[config.mk]
export PLATFORM = sky130hd
export DESIGN_NAME = gpt_timer
export DESIGN_NICKNAME = d
export VERILOG_FILES = /design/src/core/gpt_pkg.sv /design/src/core/gpt_timer.sv
export SDC_FILE = /design/constraint.sdc
export NUM_CORES = 1
export LEC_CHECK = 0
export ABC_CLOCK_PERIOD_IN_PS = 3200
export BUFFER_PORTS_ARGS = -buffer_cell sky130_fd_sc_hd__buf_2
export CAP_MARGIN = 5
export CORE_AREA = 2 2 143 145
export DETAILED_ROUTE_END_ITERATION = 16
export DIE_AREA = 0 0 145 147
export PLACE_DENSITY = 0.8
export SLEW_MARGIN = 30
export SYNTH_ARGS = -nofsm -noshare
export SYNTH_HDL_FRONTEND = slang
export SYNTH_SLANG_ARGS = --single-unit
[constraint.sdc]
create_clock -name CLK_I -period 3.2 [get_ports CLK_I]
set_input_delay 0.64 -clock CLK_I [delete_from_list [all_inputs] [get_ports CLK_I]]
set_output_delay 0.64 -clock CLK_I [all_outputs]
set_load 0.02 [all_outputs]
[src/core/gpt_pkg.sv]
package gpt_pkg;

    // ========================================
    // register word offsets (byte addresses)
    localparam logic [7:0] ADDR_CNT_LO  = 8'h10;
    localparam logic [7:0] ADDR_CNT_HI  = 8'h14;
    localparam logic [7:0] ADDR_PRD_LO  = 8'h18;
    localparam logic [7:0] ADDR_PRD_HI  = 8'h1C;
    localparam logic [7:0] ADDR_TCR     = 8'h20;
    localparam logic [7:0] ADDR_GCR     = 8'h24;

    // ========================================
    // control register fields
    localparam int TCR_RUN_LO_POS   = 6;
    localparam int TCR_CLKSRC_POS   = 8;
    localparam int TCR_GATE_POS     = 9;
    localparam int TCR_RUN_HI_POS   = 22;
    localparam int GCR_RS_LO_POS    = 0;
    localparam int GCR_RS_HI_POS    = 1;
    localparam int GCR_WIDTH_POS    = 2;

    typedef enum logic [1:0] {
        GPT_W64       = 2'h0,
        GPT_UNCHAINED = 2'h1,
        GPT_RSVD      = 2'h2,
        GPT_CHAINED   = 2'h3
    } gpt_width_t;

    typedef enum logic [1:0] {
        GPT_RUN_OFF   = 2'h0,
        GPT_RUN_ONCE  = 2'h1,
        GPT_RUN_CONT  = 2'h2,
        GPT_RUN_RSVD  = 2'h3
    } gpt_run_t;

    typedef struct packed {
        gpt_run_t   run_hi;
        logic       gate;
        logic       clk_src;
        gpt_run_t   run_lo;
    } gpt_tcr_t;

    typedef struct packed {
        gpt_width_t width;
        logic       rs_hi;
        logic       rs_lo;
    } gpt_gcr_t;

    typedef struct packed {
        logic irq;
        logic dma_evt;
    } gpt_evt_t;

    localparam gpt_tcr_t TCR_RESET = '{run_hi: GPT_RUN_OFF, gate: 1'b0, clk_src: 1'b0,
                                       run_lo: GPT_RUN_OFF};
    localparam gpt_gcr_t GCR_RESET = '{width: GPT_W64, rs_hi: 1'b0, rs_lo: 1'b0};
    localparam logic [63:0] CNT_ZERO = 64'h0;
    localparam logic [63:0] CNT_ONE  = 64'h1;

endpackage

[src/core/gpt_timer.sv]
module gpt_timer
    import gpt_pkg::*;
#(
    parameter bit HAS_EXT_CLK = 1'b1
) (
    input  wire logic        CLK_I,
    input  wire logic        RSTN_I,
    input  wire logic        CYC_I,
    input  wire logic        STB_I,
    input  wire logic        WE_I,
    input  wire logic [7:0]  ADR_I,
    input  wire logic [3:0]  SEL_I,
    input  wire logic [31:0] DAT_I,
    output logic      [31:0] DAT_O,
    output logic             ACK_O,
    input  wire logic        EXT_CLK_I,
    output logic             IRQ_O,
    output logic             DMA_EVT_O
);

    // ========================================
    // byte-lane merge
    function automatic logic [31:0] merge(input logic [31:0] old_v,
                                          input logic [31:0] new_v,
                                          input logic [3:0]  sel);
        logic [31:0] r;
        r = old_v;
        for (int i = 0; i < 4; i++) begin
            if (sel[i]) begin
                r[i*8 +: 8] = new_v[i*8 +: 8];
            end
        end
        return r;
    endfunction

    // ========================================
    // register word packing
    // field positions live in the package so software and logic cannot drift apart
    function automatic logic [31:0] tcr_pack(input gpt_tcr_t t);
        logic [31:0] w;
        w = 32'h0;
        w[TCR_RUN_LO_POS +: 2] = t.run_lo;
        w[TCR_CLKSRC_POS]      = t.clk_src;
        w[TCR_GATE_POS]        = t.gate;
        w[TCR_RUN_HI_POS +: 2] = t.run_hi;
        return w;
    endfunction

    function automatic gpt_tcr_t tcr_unpack(input logic [31:0] w);
        gpt_tcr_t t;
        t.run_lo  = gpt_run_t'(w[TCR_RUN_LO_POS +: 2]);
        t.clk_src = w[TCR_CLKSRC_POS];
        t.gate    = w[TCR_GATE_POS];
        t.run_hi  = gpt_run_t'(w[TCR_RUN_HI_POS +: 2]);
        return t;
    endfunction

    function automatic logic [31:0] gcr_pack(input gpt_gcr_t g);
        logic [31:0] w;
        w = 32'h0;
        w[GCR_RS_LO_POS]       = g.rs_lo;
        w[GCR_RS_HI_POS]       = g.rs_hi;
        w[GCR_WIDTH_POS +: 2]  = g.width;
        return w;
    endfunction

    function automatic gpt_gcr_t gcr_unpack(input logic [31:0] w);
        gpt_gcr_t g;
        g.rs_lo = w[GCR_RS_LO_POS];
        g.rs_hi = w[GCR_RS_HI_POS];
        g.width = gpt_width_t'(w[GCR_WIDTH_POS +: 2]);
        return g;
    endfunction

    // reserved run code counts as stopped
    function automatic logic run_active(input gpt_run_t mode,
                                        input logic     done);
        return (mode == GPT_RUN_CONT) | ((mode == GPT_RUN_ONCE) & ~done);
    endfunction

    // ========================================
    // bus decode
    logic        ack_q;
    logic [31:0] dat_q;
    logic [63:0] cnt_q;
    logic [63:0] cnt_d;
    logic [63:0] prd_q;
    logic [31:0] shadow_q;
    gpt_tcr_t    tcr_q;
    gpt_gcr_t    gcr_q;
    gpt_evt_t    evt_q;
    gpt_evt_t    evt_d;
    logic        done_q;
    logic        ext_s1_q;
    logic        ext_s2_q;
    logic        ext_s3_q;

    wire         acc        = CYC_I & STB_I & ~ack_q;
    wire         wr         = acc & WE_I;
    wire         rd         = acc & ~WE_I;
    wire         hit_cnt_lo = (ADR_I == ADDR_CNT_LO);
    wire         hit_cnt_hi = (ADR_I == ADDR_CNT_HI);
    wire         hit_prd_lo = (ADR_I == ADDR_PRD_LO);
    wire         hit_prd_hi = (ADR_I == ADDR_PRD_HI);
    wire         hit_tcr    = (ADR_I == ADDR_TCR);
    wire         hit_gcr    = (ADR_I == ADDR_GCR);
    wire         mode64     = (gcr_q.width == GPT_W64);
    wire [31:0]  tcr_word   = tcr_pack(tcr_q);
    wire [31:0]  gcr_word   = gcr_pack(gcr_q);
    wire         wr_tcr     = wr & hit_tcr;
    wire         wr_gcr     = wr & hit_gcr;
    wire         wr_prd_lo  = wr & hit_prd_lo;
    wire         wr_prd_hi  = wr & hit_prd_hi;
    wire         rd_cnt_lo  = rd & hit_cnt_lo;
    wire gpt_tcr_t tcr_nxt  = tcr_unpack(merge(tcr_word, DAT_I, SEL_I));
    wire gpt_gcr_t gcr_nxt  = gcr_unpack(merge(gcr_word, DAT_I, SEL_I));
    wire [31:0]  cnt_hi_rd  = mode64 ? shadow_q : cnt_q[63:32];

    wire [31:0]  rd_data    = hit_cnt_lo ? cnt_q[31:0] :
                              hit_cnt_hi ? cnt_hi_rd   :
                              hit_prd_lo ? prd_q[31:0] :
                              hit_prd_hi ? prd_q[63:32] :
                              hit_tcr    ? tcr_word    :
                              hit_gcr    ? gcr_word    : 32'h0;

    // ========================================
    // clock source and tick
    // the pin is sampled twice before use; the third stage only feeds edge detection
    wire         use_ext    = HAS_EXT_CLK & tcr_q.clk_src;
    wire         ext_rise   = ext_s2_q & ~ext_s3_q;
    // unchained high half would run internally; dual modes beyond width select not built
    wire         tick       = use_ext ? ext_rise : 1'b1;
    wire         in_reset   = ~(gcr_q.rs_lo & gcr_q.rs_hi);
    wire         running    = run_active(tcr_q.run_lo, done_q);
    wire         at_prd     = (cnt_q == prd_q);
    wire         zero_pair  = (prd_q == CNT_ZERO);
    wire         step       = ~in_reset & running & tick & ~zero_pair;
    wire         match      = step & at_prd;

    always_comb begin
        cnt_d = cnt_q;
        if (in_reset) begin
            cnt_d = CNT_ZERO;
        end else if (step) begin
            if (at_prd) begin
                cnt_d = (tcr_q.run_lo == GPT_RUN_CONT) ? CNT_ZERO : cnt_q;
            end else begin
                cnt_d = cnt_q + CNT_ONE;
            end
        end
        if (wr & hit_cnt_lo) begin
            cnt_d[31:0] = merge(cnt_q[31:0], DAT_I, SEL_I);
        end
        if (wr & hit_cnt_hi) begin
            cnt_d[63:32] = merge(cnt_q[63:32], DAT_I, SEL_I);
        end
    end

    assign evt_d = '{irq: match, dma_evt: match};

    // ========================================
    // registers
    always_ff @(posedge CLK_I or negedge RSTN_I) begin
        if (!RSTN_I) begin
            ext_s1_q <= 1'b0;
            ext_s2_q <= 1'b0;
            ext_s3_q <= 1'b0;
        end else begin
            ext_s1_q <= EXT_CLK_I;
            ext_s2_q <= ext_s1_q;
            ext_s3_q <= ext_s2_q;
        end
    end

    always_ff @(posedge CLK_I or negedge RSTN_I) begin
        if (!RSTN_I) begin
            ack_q <= 1'b0;
            dat_q <= 32'h0;
        end else begin
            ack_q <= acc;
            dat_q <= rd ? rd_data : 32'h0;
        end
    end

    always_ff @(posedge CLK_I or negedge RSTN_I) begin
        if (!RSTN_I) begin
            tcr_q <= TCR_RESET;
        end else if (wr_tcr) begin
            tcr_q <= tcr_nxt;
        end
    end

    always_ff @(posedge CLK_I or negedge RSTN_I) begin
        if (!RSTN_I) begin
            gcr_q <= GCR_RESET;
        end else if (wr_gcr) begin
            gcr_q <= gcr_nxt;
        end
    end

    always_ff @(posedge CLK_I or negedge RSTN_I) begin
        if (!RSTN_I) begin
            prd_q <= CNT_ZERO;
        end else begin
            if (wr_prd_lo) begin
                prd_q[31:0] <= merge(prd_q[31:0], DAT_I, SEL_I);
            end
            if (wr_prd_hi) begin
                prd_q[63:32] <= merge(prd_q[63:32], DAT_I, SEL_I);
            end
        end
    end

    // one-shot completion clears when software rewrites the control word
    always_ff @(posedge CLK_I or negedge RSTN_I) begin
        if (!RSTN_I) begin
            done_q <= 1'b0;
        end else if (match & (tcr_q.run_lo == GPT_RUN_ONCE)) begin
            // a match in the same cycle as a control write still stops the run
            done_q <= 1'b1;
        end else if (in_reset | wr_tcr) begin
            done_q <= 1'b0;
        end
    end

    always_ff @(posedge CLK_I or negedge RSTN_I) begin
        if (!RSTN_I) begin
            cnt_q <= CNT_ZERO;
        end else begin
            cnt_q <= cnt_d;
        end
    end

    // snapshot only on a low-word read, so the high word stays coherent when width is GPT_W64 (other widths read it live)
    always_ff @(posedge CLK_I or negedge RSTN_I) begin
        if (!RSTN_I) begin
            shadow_q <= 32'h0;
        end else if (rd_cnt_lo) begin
            shadow_q <= cnt_q[63:32];
        end
    end

    always_ff @(posedge CLK_I or negedge RSTN_I) begin
        if (!RSTN_I) begin
            evt_q <= '0;
        end else begin
            evt_q <= evt_d;
        end
    end

    assign DAT_O     = dat_q;
    assign ACK_O     = ack_q;
    assign IRQ_O     = evt_q.irq;
    assign DMA_EVT_O = evt_q.dma_evt;

endmodule

# [Word level (Yosys, flattened, before mapping)]
# Index checks and enable logic that the tools add are counted.
[classes] reduce_logical=23 n_bitwise=27 n_addsub=1 n_mux=21 n_eq_ne=21
[ops] cell="two-way mux 32 bit" n=8
[ops] cell="two-way mux 64 bit" n=4
[ops] cell="adder 64 x 1 -> 64 bit, second input constant" n=1
[ops] cell="== test 64 bit" n=1
[ops] cell="zero test 64 bit" n=1
[ops] cell="== test 8 x 5 -> 1 bit, second input constant" n=4
[ops] cell="two-way mux 8 bit" n=4
[ops] cell="two-way mux 24 bit" n=1
[ops] cell="AND reduction 2 bit" n=12
[ops] cell="AND reduction 3 bit" n=8
[ops] cell="bitwise AND 1 bit" n=19
[ops] cell="== test 8 x 6 -> 1 bit, second input constant" n=2
[ops] cell="inequality test 2 bit, second input constant" n=8
[ops] cell="inequality test 4 x 2 -> 1 bit, second input constant" n=2
[ops] cell="inequality test 3 x 2 -> 1 bit, second input constant" n=2
[ops] cell="inverter 1 bit" n=6
[ops] cell="two-way mux 4 bit" n=1
[ops] cell="two-way mux 1 bit" n=3
[ops] cell="== test 2 x 1 -> 1 bit, second input constant" n=1
[ops] cell="== test 2 bit, second input constant" n=1
[ops] cell="zero test 2 bit" n=1
[ops] cell="bitwise OR 1 bit" n=2
[ops] cell="nonzero test 2 bit" n=1
[word_totals] inputBits=50 wordCells=124 regBits=208 output_inout_bits=35

# [Depth between registers and ports, before layout]
# Gate-level depths: netlist of the first run.
[depth] word_depth=9 depth_mapped=11 depth_no_buf=9

# [Least setup slack after synthesis of the first run]
# Ideal clock, no wire load.
[synth_path] path_type="input -> register" startpoint="input port ADR_I[5]" endpoint="register cnt_q[30]" setup_slack_ps=575 n_path_buf=3 required_ps=3071 t_arrival_ps=2496 setup_ps=129 cell_stages=10 cell_sequence="or4b_4 > nand2b_1 > buf_2 > nor3_4 > or3_1 > buf_4 > buf_4 > a31oi_1 > o31ai_1 > o21ai_1"
[synth_via] elab_chain_len=4 elab_cells_between_ends=7 cone_classes="4 x eq/ne; 1 x mux; 1 x bitwise; 1 x reduce/logical"
[synth_lines] element="from (decl)" line_no="gpt_timer.sv:11" source="input wire logic [7:0] ADR_I,"
[synth_lines] element="== test 8 x 5 -> 1 bit (*)" line_no="gpt_timer.sv:101" source="wire hit_cnt_lo = (ADR_I == ADDR_CNT_LO);"
[synth_lines] element="bitwise AND 1 bit (*)" line_no="gpt_timer.sv:151" source="if (wr & hit_cnt_lo) begin"
[synth_lines] element="inequality test 4 x 2 -> 1 bit (no source line) (tied with other cells)"
[synth_lines] element="AND reduction 3 bit (no source line)"
[synth_lines] element="to (signal assigned)" line_no="gpt_timer.sv:230" source="cnt_q <= cnt_d;"
[synth_lines] element="to (decl)" line_no="gpt_timer.sv:85" source="logic [63:0] cnt_q;"
# Every way passes the cells marked *; elsewhere a longest branch is shown, timed or not.
# A chain may end at the register's enable or synchronous reset.

# [Final worst setup path of the first run]
[layout_path] startpoint="register cnt_q[38]" endpoint="register cnt_q[42]"
[layout_via] elab_chain_len=5 elab_cells_between_ends=8 cone_classes="1 x add/sub; 2 x eq/ne; 4 x mux; 1 x reduce/logical"
[layout_lines] element="adder 64 x 1 -> 64 bit or == test 64 bit (tied branches)" line_no="gpt_timer.sv:148, gpt_timer.sv:135"
[layout_lines] element="two-way mux 64 bit" line_no="gpt_timer.sv:145" source="if (at_prd) begin"
[layout_lines] element="two-way mux 64 bit" line_no="gpt_timer.sv:144" source="end else if (step) begin"
[layout_lines] element="two-way mux 64 bit" line_no="gpt_timer.sv:142" source="if (in_reset) begin"
[layout_lines] element="two-way mux 32 bit" line_no="gpt_timer.sv:154" source="if (wr & hit_cnt_hi) begin"
# Several ways; a longest one is shown, not always the timed one. The select of a mux whose other input is x is not followed.

==> insert_results.sql, run 1 <==
INSERT INTO impl_metrics (metric_group, metric, value, unit) VALUES
('sta', 'hold_viol', '0', ''),
('job', 'max_cap_viol_count', '0', ''),
('clocking', 'cts.sinks', '208', ''),
('grt', 'globalRouteOverflowTotal', '0', ''),
('placement', 'routabilityCongestion', '1.009', ''),
('clocking', 'cts_hold_repair.buffers', '0', ''),
('placement', 'placement.io_buffers', '84', ''),
('grt', 'grt_pass1_vias', '10460', ''),
('floorplan', 'floorplan.die_area', '21320', 'µm²'),
('clocking', 'cts_tree', 'built', ''),
('clocking', 'cts_post_setup_buffers_inserted', '0', ''),
('sta', 'clock-skew-final', '0.01016', 'ns'),
('setup_path', 'worstReg2RegStart', 'cnt_q[38]', ''),
('synth', 'syn_area', '11880', 'µm²'),
('setup_path', 'setup.reg_to_reg.worst_slack', '0.07', 'ns'),
('synth', 'post_synth.cell_area_avg', '9.360', 'µm²'),
('grt', 'grt_first_pass_wirelength', '62470', 'µm'),
('clocking', 'cts.htree.levels', '1', ''),
('grt', 'grt_antenna_before_repair', '0', ''),
('sta', 'worst_slew_pin_slew', '0.7241', 'ns'),
('setup_path', 'cp-end-kind', 'flop', ''),
('outcome', 'outcome', 'finished clean', ''),
('synth', 'asyncSetResetFlopFracSynth', '100.0', '%'),
('synth', 'number_of_enable_type_register_cells_in_the_synthesized_netlist', '0', ''),
('sta', 'min_period_over_period', '97.70', '%'),
('cells_and_area', 'commonest_non_fill_non_tap_cells_in_the_layout', '208 x dfrtp_1, 128 x mux2_2, 122 x a21oi_1', ''),
('detailed_routing', 'avgRoutedWirePerCell', '24.85', 'µm'),
('clocking', 'clockBufferDepth', '3', ''),
('floorplan', 'die_height', '147', 'µm'),
('synth', 'syn_inst', '1269', ''),
('synth', 'synth_seq_area_share', '43.82', '%'),
('placement', 'post-dp-hpwl', '29870', 'µm'),
('setup_path', 'crit_type', 'flop to flop', ''),
('sta', 'grt_setup_unrepaired', 'false', ''),
('sta', 'timing.slew.headroom', '51.28', '%'),
('clocking', 'clock-root-buffer', 'clkbuf_16', ''),
('cells_and_area', 'final_common_cell', 'dfrtp_1', ''),
('detailed_routing', 'viasPerCell', '6.782', ''),
('sta', 'setup_tns', '0', 'ns'),
('setup_path', 'crit_arrival', '3.51', 'ns'),
('sta', 'post-route-min-period', '3.126', 'ns'),
('sta', 'finalHoldWorstSlack', '0.1183', 'ns'),
('grt', 'gr-usage-all-layers', '38.12', '%'),
('setup_path', 'reg2reg_depth', '9', ''),
('sta', 'fmax', '319.9', 'MHz'),
('floorplan', 'start_util', '59.85', '%'),
('floorplan', 'floorplan.core_area', '19840', 'µm²'),
('clocking', 'post_cts.resized_instances', '0', ''),
('clocking', 'latest_clock_arrival_within_the_worst_skew_pair', '0.52', 'ns'),
('setup_path', 'worst-path-max-fanout', '8', ''),
('detailed_routing', 'drt_iter0_markers', '1601', ''),
('detailed_routing', 'vias', '11170', ''),
('cells_and_area', 'nets', '1412', ''),
('synth', 'yosys_most_used_dff', 'dfrtp_1', ''),
('sta', 'timing_max_transition_violations_final', '0', ''),
('detailed_routing', 'met1_wire_length', '16110', 'µm'),
('detailed_routing', 'met2WireLength', '17460', 'µm'),
('floorplan', 'rows', '52', ''),
('detailed_routing', 'met3WireLength', '5809', 'µm'),
('clocking', 'cts_inserted_buffers', '24', ''),
('power_and_ir_drop', 'power_density_over_cell_area', '414.9', 'nW/µm²'),
('grt', 'maximum_number_of_pins_on_one_net_before_global_route_repair', '75', ''),
('power_and_ir_drop', 'worst_ir_drop_vdd', '0.3911', 'mV'),
('cells_and_area', 'area_delta_synth_final', '15.02', '%'),
('synth', 'synthesis.yosys.warnings', '0', ''),
('floorplan', 'floorplan.io_pins', '85', ''),
('power_and_ir_drop', 'total_leakage_power', '0.006627', 'µW'),
('hold_path', 'hold_wc_path_type', 'input port to async pin', ''),
('floorplan', 'die_w', '145', 'µm'),
('synth', 'yosys_register_bits', '208', ''),
('clocking', 'clkSlewWorstSetupHoldPaths', '0.06', 'ns'),
('detailed_routing', 'antenna_left', '0', ''),
('cells_and_area', 'post_route_cells_drive_above_1_share', '26.29', '%'),
('synth', 'synthesis.nets', '1320', ''),
('detailed_routing', 'route.top_layer_used', 'met4', ''),
('synth', 'synth_cell_types', '57', ''),
('detailed_routing', 'drcViolationCount', '0', ''),
('setup_path', 'cp-start-kind', 'flop', ''),
('detailed_routing', 'routed_wl', '40920', 'µm'),
('setup_path', 'critical_path_required', '3.58', 'ns'),
('sta', 'setup-violations-final', '0', ''),
('setup_path', 'reg2reg_to', 'cnt_q[42]', ''),
('detailed_routing', 'detail_route.first_pass.iterations', '5', ''),
('cells_and_area', 'antenna-diode-count', '0', '');
-- kinds of logic after synthesis --
group / share of synthesized area (%)
adder cells (fa/ha/maj): 0.1053
AO/OA/AOI/OAI: 15.80
XOR/XNOR: 4.719
buffers and inverters: 4.909
flip-flops: 43.82
multiplexers: 12.14
AND/OR/NAND/NOR: 18.51
-- worst max path at each step --
| stage | from | to | depth (start not counted) |
|---|---|---|---|
| 6_report | cnt_q[38] | cnt_q[42] | 9 |
| 5_1_grt | cnt_q[38] | cnt_q[42] | 9 |
| 4_1_cts | cnt_q[38] | cnt_q[43] | 9 |
| 3_5_place_dp | ADR_I[5] | prd_q[7] | 6 |
| 3_3_place_gp | cnt_q[38] | cnt_q[28] | 10 |
| 2_1_floorplan | ADR_I[5] | cnt_q[30] | 10 |
-- power breakdown --
| part | leakage, µW | switching (µW) | total, µW | internal (µW) |
|---|---|---|---|---|
| logic | 0.00333 | 200 | 277 | 76.4 |
| registers | 0.00290 | 11.3 | 2650 | 2640 |
| clock network | 0.000396 | 1090 | 2740 | 1650 |
-- metrics by stage --
| step | power [µW] | util [%] | std cells | area (µm²) | worst slack (ns) |
|---|---|---|---|---|---|
| floorplan | 2777 | - | 1269 | 11880 | 0.5746 |
| global placement | 2960 | 64.85 | 1605 | 12870 | 0.2331 |
| detailed placement | 2964 | 64.85 | 1605 | 12870 | 0.2077 |
| CTS | 5658 | 68.85 | 1647 | 13660 | 0.1493 |
| global route | 5808 | 68.85 | 1647 | 13660 | 0.03387 |
| finish | 5668 | 68.85 | 1647 | 13660 | 0.07353 |
-- worst max-delay path: stages, from the launching register on --
cell and delay [ns]:
dfrtp_1 0.46, xor2_1 0.22, nor4_1 0.41, buf_4 0.19, nand4_1 0.10, nor4_2 0.47, a21boi_2 0.23, nor2_4 0.27
or2_0 0.43, o21ai_0 0.19
-- flip-flops by register name, summed over array words and instances (netlist names), 4 cells and up --
register  count
DAT_O        32
cnt_q        64
gcr_q         4
prd_q        64
shadow_q     32
tcr_q         5
-- layer usage --
metal  vias up  track usage, %
li1       4817               -
met1      5411           53.57
met2       816           54.83
met3       126           13.73
met4         0           13.27
met5         -               0
-- Yosys cell counts (33+ instances only) --
cell      number  area, µm²
mux2_2       128       1441
xor2_1        64      560.5
o21ai_0       60      300.3
nand2_1       99      371.6
buf_2         33      165.2
dfrtp_1      208       5205
nor2_1        90      337.8
clkbuf_1      49      183.9
nor4_1        49      306.5
nor3_1        45      225.2
nand3_1       37      185.2
o21ai_1       40      200.2
o31ai_1       33      247.7
a21oi_1      122      610.6
-- layout make-up --
class                   instances  area, µm²
multi-input cells             945       6108
clock inverters                 3      15.01
repair buffers                176       1195
flip-flops and latches        208       5205
well taps                     270      337.8
inverters                       6      22.52
clock buffers                  39      778.2
fillers                      1489       6182
Power figures use the tool's default switching activity.
==> inputs of run 2 (changes only) <==
--- a/config.mk
+++ b/config.mk
@@ -7,11 +7,10 @@
 export LEC_CHECK = 0
 export ABC_CLOCK_PERIOD_IN_PS = 3200
 export BUFFER_PORTS_ARGS = -buffer_cell sky130_fd_sc_hd__buf_2
-export CAP_MARGIN = 5
-export CORE_AREA = 2 2 143 145
+export CORE_AREA = 2 2 150 152
 export DETAILED_ROUTE_END_ITERATION = 16
-export DIE_AREA = 0 0 145 147
-export PLACE_DENSITY = 0.8
+export DIE_AREA = 0 0 152 154
+export PLACE_DENSITY = 0.73
 export SLEW_MARGIN = 30
 export SYNTH_ARGS = -nofsm -noshare
 export SYNTH_HDL_FRONTEND = slang
==> insert_results.sql, run 2 (synthesis gave the netlist of run 1 again) <==
INSERT INTO impl_metrics (metric_group, metric, value, unit) VALUES
('outcome', 'outcome', 'finished clean', ''),
('grt', 'gr-usage-all-layers', '33.64', '%'),
('cells_and_area', 'reg_top3', 'cnt_q (64), prd_q (64)', ''),
('detailed_routing', 'drcViolationCount', '0', ''),
('sta', 'timing.slew.headroom', '52.25', '%'),
('grt', 'globalRouteOverflowTotal', '0', ''),
('sta', 'setup_tns', '0', 'ns'),
('setup_path', 'cp-end-kind', 'flop', ''),
('cells_and_area', 'commonest_non_fill_non_tap_cells_in_the_layout', '208 x dfrtp_1, 128 x mux2_2, 122 x a21oi_1', ''),
('grt', 'grt_first_pass_wirelength', '61570', 'µm'),
('sta', 'setup-violations-final', '0', ''),
('detailed_routing', 'viasPerCell', '6.688', ''),
('cells_and_area', 'stdcell_area', '13480', 'µm²'),
('power_and_ir_drop', 'power_frac_comb', '5.1', '%'),
('grt', 'maximum_number_of_pins_on_one_net_before_global_route_repair', '79', ''),
('detailed_routing', 'avgRoutedWirePerCell', '24.43', 'µm'),
('placement', 'placement.io_buffers', '84', ''),
('clocking', 'cts_hold_repair.buffers', '0', ''),
('clocking', 'clock-root-buffer', 'clkbuf_16', ''),
('sta', 'fmax', '336.7', 'MHz'),
('clocking', 'cts_tree', 'built', ''),
('hold_path', 'hold_wc_path_type', 'input port to async pin', ''),
('detailed_routing', 'detail_route.first_pass.iterations', '6', ''),
('setup_path', 'setup.reg_to_reg.worst_slack', '0.23', 'ns'),
('floorplan', 'die_w', '152', 'µm'),
('sta', 'worst_slew_pin_slew', '0.7155', 'ns'),
('cells_and_area', 'nets', '1394', ''),
('floorplan', 'floorplan.die_area', '23410', 'µm²'),
('power_and_ir_drop', 'seq_power_share', '48.0', '%'),
('grt', 'grt_antenna_before_repair', '0', ''),
('placement', 'routabilityCongestion', '0.9980', ''),
('sta', 'timing_max_transition_violations_final', '0', ''),
('floorplan', 'die_height', '154', 'µm'),
('sta', 'clock-skew-final', '0.02343', 'ns'),
('cells_and_area', 'post_route_cells_drive_above_1_share', '25.04', '%'),
('power_and_ir_drop', 'internal_dissipation', '4213', 'µW'),
('power_and_ir_drop', 'swShare', '23.68', '%'),
('sta', 'min_period_over_period', '92.81', '%'),
('floorplan', 'rows', '54', ''),
('power_and_ir_drop', 'worst_ir_drop_vdd', '0.3493', 'mV'),
('cells_and_area', 'final_common_cell', 'dfrtp_1', ''),
('grt', 'grt_pass1_vias', '10380', ''),
('setup_path', 'crit_type', 'flop to flop', ''),
('clocking', 'cts_inserted_buffers', '24', ''),
('detailed_routing', 'vias', '10960', ''),
('job', 'max_cap_viol_count', '0', ''),
('clocking', 'cts.htree.levels', '1', ''),
('clocking', 'cts.sinks', '208', ''),
('detailed_routing', 'antenna_left', '0', ''),
('detailed_routing', 'routed_wl', '40020', 'µm'),
('placement', 'detailed_place.area', '12750', 'µm²'),
('cells_and_area', 'area_delta_synth_final', '13.51', '%'),
('clocking', 'cts_post_setup_buffers_inserted', '0', ''),
('floorplan', 'floorplan.io_pins', '85', ''),
('floorplan', 'start_util', '54.77', '%'),
('clocking', 'clkSlewWorstSetupHoldPaths', '0.06', 'ns'),
('cells_and_area', 'final_core_occ', '62.17', '%'),
('sta', 'post-route-min-period', '2.970', 'ns'),
('setup_path', 'worst-path-max-fanout', '19', ''),
('setup_path', 'critical_path_required', '3.59', 'ns'),
('sta', 'hold_viol', '0', ''),
('power_and_ir_drop', 'power_density_over_cell_area', '409.4', 'nW/µm²'),
('cells_and_area', 'antenna-diode-count', '0', ''),
('floorplan', 'floorplan.core_area', '21690', 'µm²'),
('clocking', 'latest_clock_arrival_within_the_worst_skew_pair', '0.54', 'ns'),
('clocking', 'post_cts.resized_instances', '0', ''),
('detailed_routing', 'drt_iter0_markers', '1290', ''),
('setup_path', 'crit_arrival', '3.36', 'ns'),
('power_and_ir_drop', 'power.switching', '1307', 'µW'),
('setup_path', 'cp-start-kind', 'flop', ''),
('power_and_ir_drop', 'clock_power_share', '46.9', '%'),
('placement', 'post-dp-hpwl', '29380', 'µm'),
('power_and_ir_drop', 'total_leakage_power', '0.006495', 'µW'),
('clocking', 'clockBufferDepth', '3', ''),
('sta', 'grt_setup_unrepaired', 'false', '');
==> run 2: layout make-up <==
class                           instances  area [µm²]
Fill cell                            1809        8205
Clock inverter                          5       40.04
Clock buffer                           36       695.7
Sequential cell                       208        5205
Timing Repair Buffer                  158        1061
Inverter                                6       22.52
Multi-Input combinational cell        945        6108
Tap cell                              280       350.3
==> run 2: layer usage <==
metal | vias up | global-route usage (%) | share of wire, %
li1 | 4775 | - | -
met1 | 5386 | 47.88 | 41
met2 | 698 | 49.38 | 43
met3 | 96 | 10.34 | 13
met4 | 0 | 10.59 | 3.2
met5 | - | 0 | 0
==> run 2: path summary, 6_finish.rpt <==
kind,startpoint,end,cells after the start
max,cnt_q[38],cnt_q[24],10
min,RSTN_I,cnt_q[34],1
max reg2reg,cnt_q[38],cnt_q[24],10
min reg2reg,ext_s1_q,ext_s2_q,0
max in group asynchronous,RSTN_I,prd_q[58],2
min in group CLK_I,EXT_CLK_I,ext_s1_q,1
==> run 2: through the flow <==
step	instances	worst slack (ns)	hold WS, ns	power (µW)
floorplan	1269	0.5746	0.3312	2777
global placement	1597	0.3340	0.3380	2966
detailed placement	1597	0.2842	0.3479	2970
CTS	1638	0.2848	0.1069	5543
global route	1638	0.1190	0.1246	5676
finish	1638	0.2300	0.06864	5520
==> run 2: power groups by stage <==
stage               logic, µW  registers (µW)  clock network (µW)
floorplan                81.0            2700                   0
global placement          269            2700                   0
detailed placement        272            2700                   0
CTS                       273            2650                2620
global route              297            2650                2730
finish                    280            2650                2590
==> run 2: worst max-delay path, stage by stage (launching register included) <==
cell      delay, ns
dfrtp_1        0.46
xor2_1         0.22
nor4_1         0.46
nand4_1        0.17
nor4_2         0.31
buf_4          0.20
a21boi_2       0.15
nor3_4         0.23
buf_12         0.18
or2_1          0.30
o21ai_1        0.14
==> inputs of run 3 (changes only) <==
--- a/config.mk
+++ b/config.mk
@@ -7,10 +7,12 @@
 export LEC_CHECK = 0
 export ABC_CLOCK_PERIOD_IN_PS = 3200
 export BUFFER_PORTS_ARGS = -buffer_cell sky130_fd_sc_hd__buf_2
-export CORE_AREA = 2 2 150 152
+export CELL_PAD_IN_SITES_DETAIL_PLACEMENT = 0
+export CELL_PAD_IN_SITES_GLOBAL_PLACEMENT = 2
+export CORE_AREA = 2 2 178 180
 export DETAILED_ROUTE_END_ITERATION = 16
-export DIE_AREA = 0 0 152 154
-export PLACE_DENSITY = 0.73
+export DIE_AREA = 0 0 180 182
+export PLACE_DENSITY_LB_ADDON = 0.1
 export SLEW_MARGIN = 30
 export SYNTH_ARGS = -nofsm -noshare
 export SYNTH_HDL_FRONTEND = slang
==> insert_results.sql, run 3 (synthesis gave the netlist of run 1 again) <==
INSERT INTO impl_metrics (metric_group, metric, value, unit) VALUES
('outcome', 'outcome', 'finished clean', ''),
('clocking', 'cts.htree.levels', '1', ''),
('placement', 'placement.io_buffers', '84', ''),
('floorplan', 'die_w', '180', 'µm'),
('floorplan', 'floorplan.core_area', '30990', 'µm²'),
('sta', 'hold_viol', '0', ''),
('setup_path', 'cp-end-kind', 'flop', ''),
('power_and_ir_drop', 'worst_ir_drop_vdd', '0.3329', 'mV'),
('power_and_ir_drop', 'total_leakage_power', '0.006777', 'µW'),
('sta', 'min_period_over_period', '93.66', '%'),
('placement', 'post-dp-hpwl', '35010', 'µm'),
('grt', 'grt_pass1_vias', '10470', ''),
('floorplan', 'start_util', '38.33', '%'),
('grt', 'grt_antenna_before_repair', '0', ''),
('cells_and_area', 'final_common_cell', 'dfrtp_1', ''),
('sta', 'timing_max_transition_violations_final', '0', ''),
('power_and_ir_drop', 'power_density_over_cell_area', '413.4', 'nW/µm²'),
('setup_path', 'critical_path_required', '3.62', 'ns'),
('sta', 'worst_slew_pin_slew', '0.7397', 'ns'),
('detailed_routing', 'antenna_left', '0', ''),
('setup_path', 'worst-path-max-fanout', '49', ''),
('floorplan', 'rows', '65', ''),
('clocking', 'clock-root-buffer', 'clkbuf_16', ''),
('detailed_routing', 'drcViolationCount', '0', ''),
('setup_path', 'reg2reg_depth', '12', ''),
('detailed_routing', 'viasPerCell', '5.990', ''),
('cells_and_area', 'nets', '1438', ''),
('setup_path', 'crit_arrival', '3.41', 'ns'),
('cells_and_area', 'layout.cells.non_filler', '1810', ''),
('sta', 'clock-skew-final', '0.01389', 'ns'),
('clocking', 'post_cts.resized_instances', '0', ''),
('clocking', 'cts_inserted_buffers', '26', ''),
('cells_and_area', 'area_delta_synth_final', '18.56', '%'),
('cells_and_area', 'reg_top3', 'cnt_q (64), prd_q (64)', ''),
('detailed_routing', 'avgRoutedWirePerCell', '25.92', 'µm'),
('floorplan', 'floorplan.die_area', '32760', 'µm²'),
('clocking', 'cts.sinks', '208', ''),
('detailed_routing', 'detail_route.first_pass.iterations', '5', ''),
('setup_path', 'cp-start-kind', 'flop', ''),
('placement', 'routabilityCongestion', '0.9325', ''),
('floorplan', 'die_height', '182', 'µm'),
('grt', 'grt_first_pass_wirelength', '70440', 'µm'),
('clocking', 'clockBufferDepth', '3', ''),
('cells_and_area', 'post_route_cells_drive_above_1_share', '27.38', '%'),
('sta', 'setup_tns', '0', 'ns'),
('clocking', 'latest_clock_arrival_within_the_worst_skew_pair', '0.54', 'ns'),
('setup_path', 'crit_type', 'flop to flop', ''),
('detailed_routing', 'vias', '10840', ''),
('floorplan', 'floorplan.io_pins', '85', ''),
('grt', 'maximum_number_of_pins_on_one_net_before_global_route_repair', '87', ''),
('clocking', 'clkSlewWorstSetupHoldPaths', '0.06', 'ns'),
('clocking', 'cts_tree', 'built', ''),
('sta', 'grt_setup_unrepaired', 'false', ''),
('clocking', 'cts_hold_repair.buffers', '0', ''),
('placement', 'placed_insts', '1761', ''),
('sta', 'post-route-min-period', '2.997', 'ns'),
('grt', 'gr-usage-all-layers', '28.55', '%'),
('detailed_routing', 'drt_iter0_markers', '1111', ''),
('hold_path', 'hold_wc_path_type', 'input port to async pin', ''),
('sta', 'fmax', '333.7', 'MHz'),
('power_and_ir_drop', 'report.power.total', '5821', 'µW'),
('sta', 'timing.slew.headroom', '50.68', '%'),
('cells_and_area', 'final_core_occ', '45.45', '%'),
('cells_and_area', 'commonest_non_fill_non_tap_cells_in_the_layout', '208 x dfrtp_1, 128 x mux2_2, 122 x a21oi_1', ''),
('detailed_routing', 'routed_wl', '46920', 'µm'),
('job', 'max_cap_viol_count', '0', ''),
('sta', 'setup-violations-final', '0', ''),
('clocking', 'cts_post_setup_buffers_inserted', '0', ''),
('grt', 'globalRouteOverflowTotal', '0', '');
-- run 3: cell type report --
cell class | instances | area (µm²)
fillers | 3049 | 16900
repair buffers | 200 | 1414
multi-input cells | 945 | 6108
well taps | 402 | 503.0
clock inverters | 3 | 15.01
inverters | 6 | 22.52
clock buffers | 44 | 809.5
diodes | 2 | 5.005
flip-flops and latches | 208 | 5205
-- run 3: where the power goes --
part / internal (µW) / switching (µW)
clock: 1700 / 1170
sequential: 2640 / 10.6
combinational: 79.4 / 217
total: 4420 / 1400
-- run 3: layer usage --
metal  GRT usage [%]  part of all wire (%)  up-vias
met5           1.481                  0.14        -
met4           6.179                   1.9        3
met3           4.192                   7.1       47
met2           40.37                    41      390
met1           45.33                    50     5535
li1                -                     -     4866
-- run 3: path summary, 6_finish.rpt --
check / startpoint / endpoint / slack [ns]
max: prd_q[38] / cnt_q[57] / 0.20
min: RSTN_I / DMA_EVT_O / 0.11
max reg2reg: prd_q[38] / cnt_q[57] / 0.20
max in group asynchronous: RSTN_I / shadow_q[26] / 2.25
min in group CLK_I: EXT_CLK_I / ext_s1_q / 0.20
min reg2reg: ext_s1_q / ext_s2_q / 0.35
-- run 3: worst max-delay path: stages, from the launching register on --
cell     delay (ns)
dfrtp_1        0.43
xor2_1         0.25
nor4_1         0.48
buf_4          0.19
nand4_1        0.11
nor4_2         0.32
buf_4          0.19
or3_2          0.15
buf_12         0.23
buf_12         0.18
nor2b_1        0.05
o21ai_0        0.15
o21ai_0        0.10
-- run 3: metrics by stage --
step                      cell area [µm²]  hold WS, ns  setup slack (ns)
final                               14080       0.1058            0.2029
after floorplan                     11880       0.3312            0.5746
after detailed placement            13250       0.3448            0.1162
after global placement              13250       0.3325            0.1435
after global routing                14080       0.1576           0.06806
after CTS                           14080       0.1397            0.2499
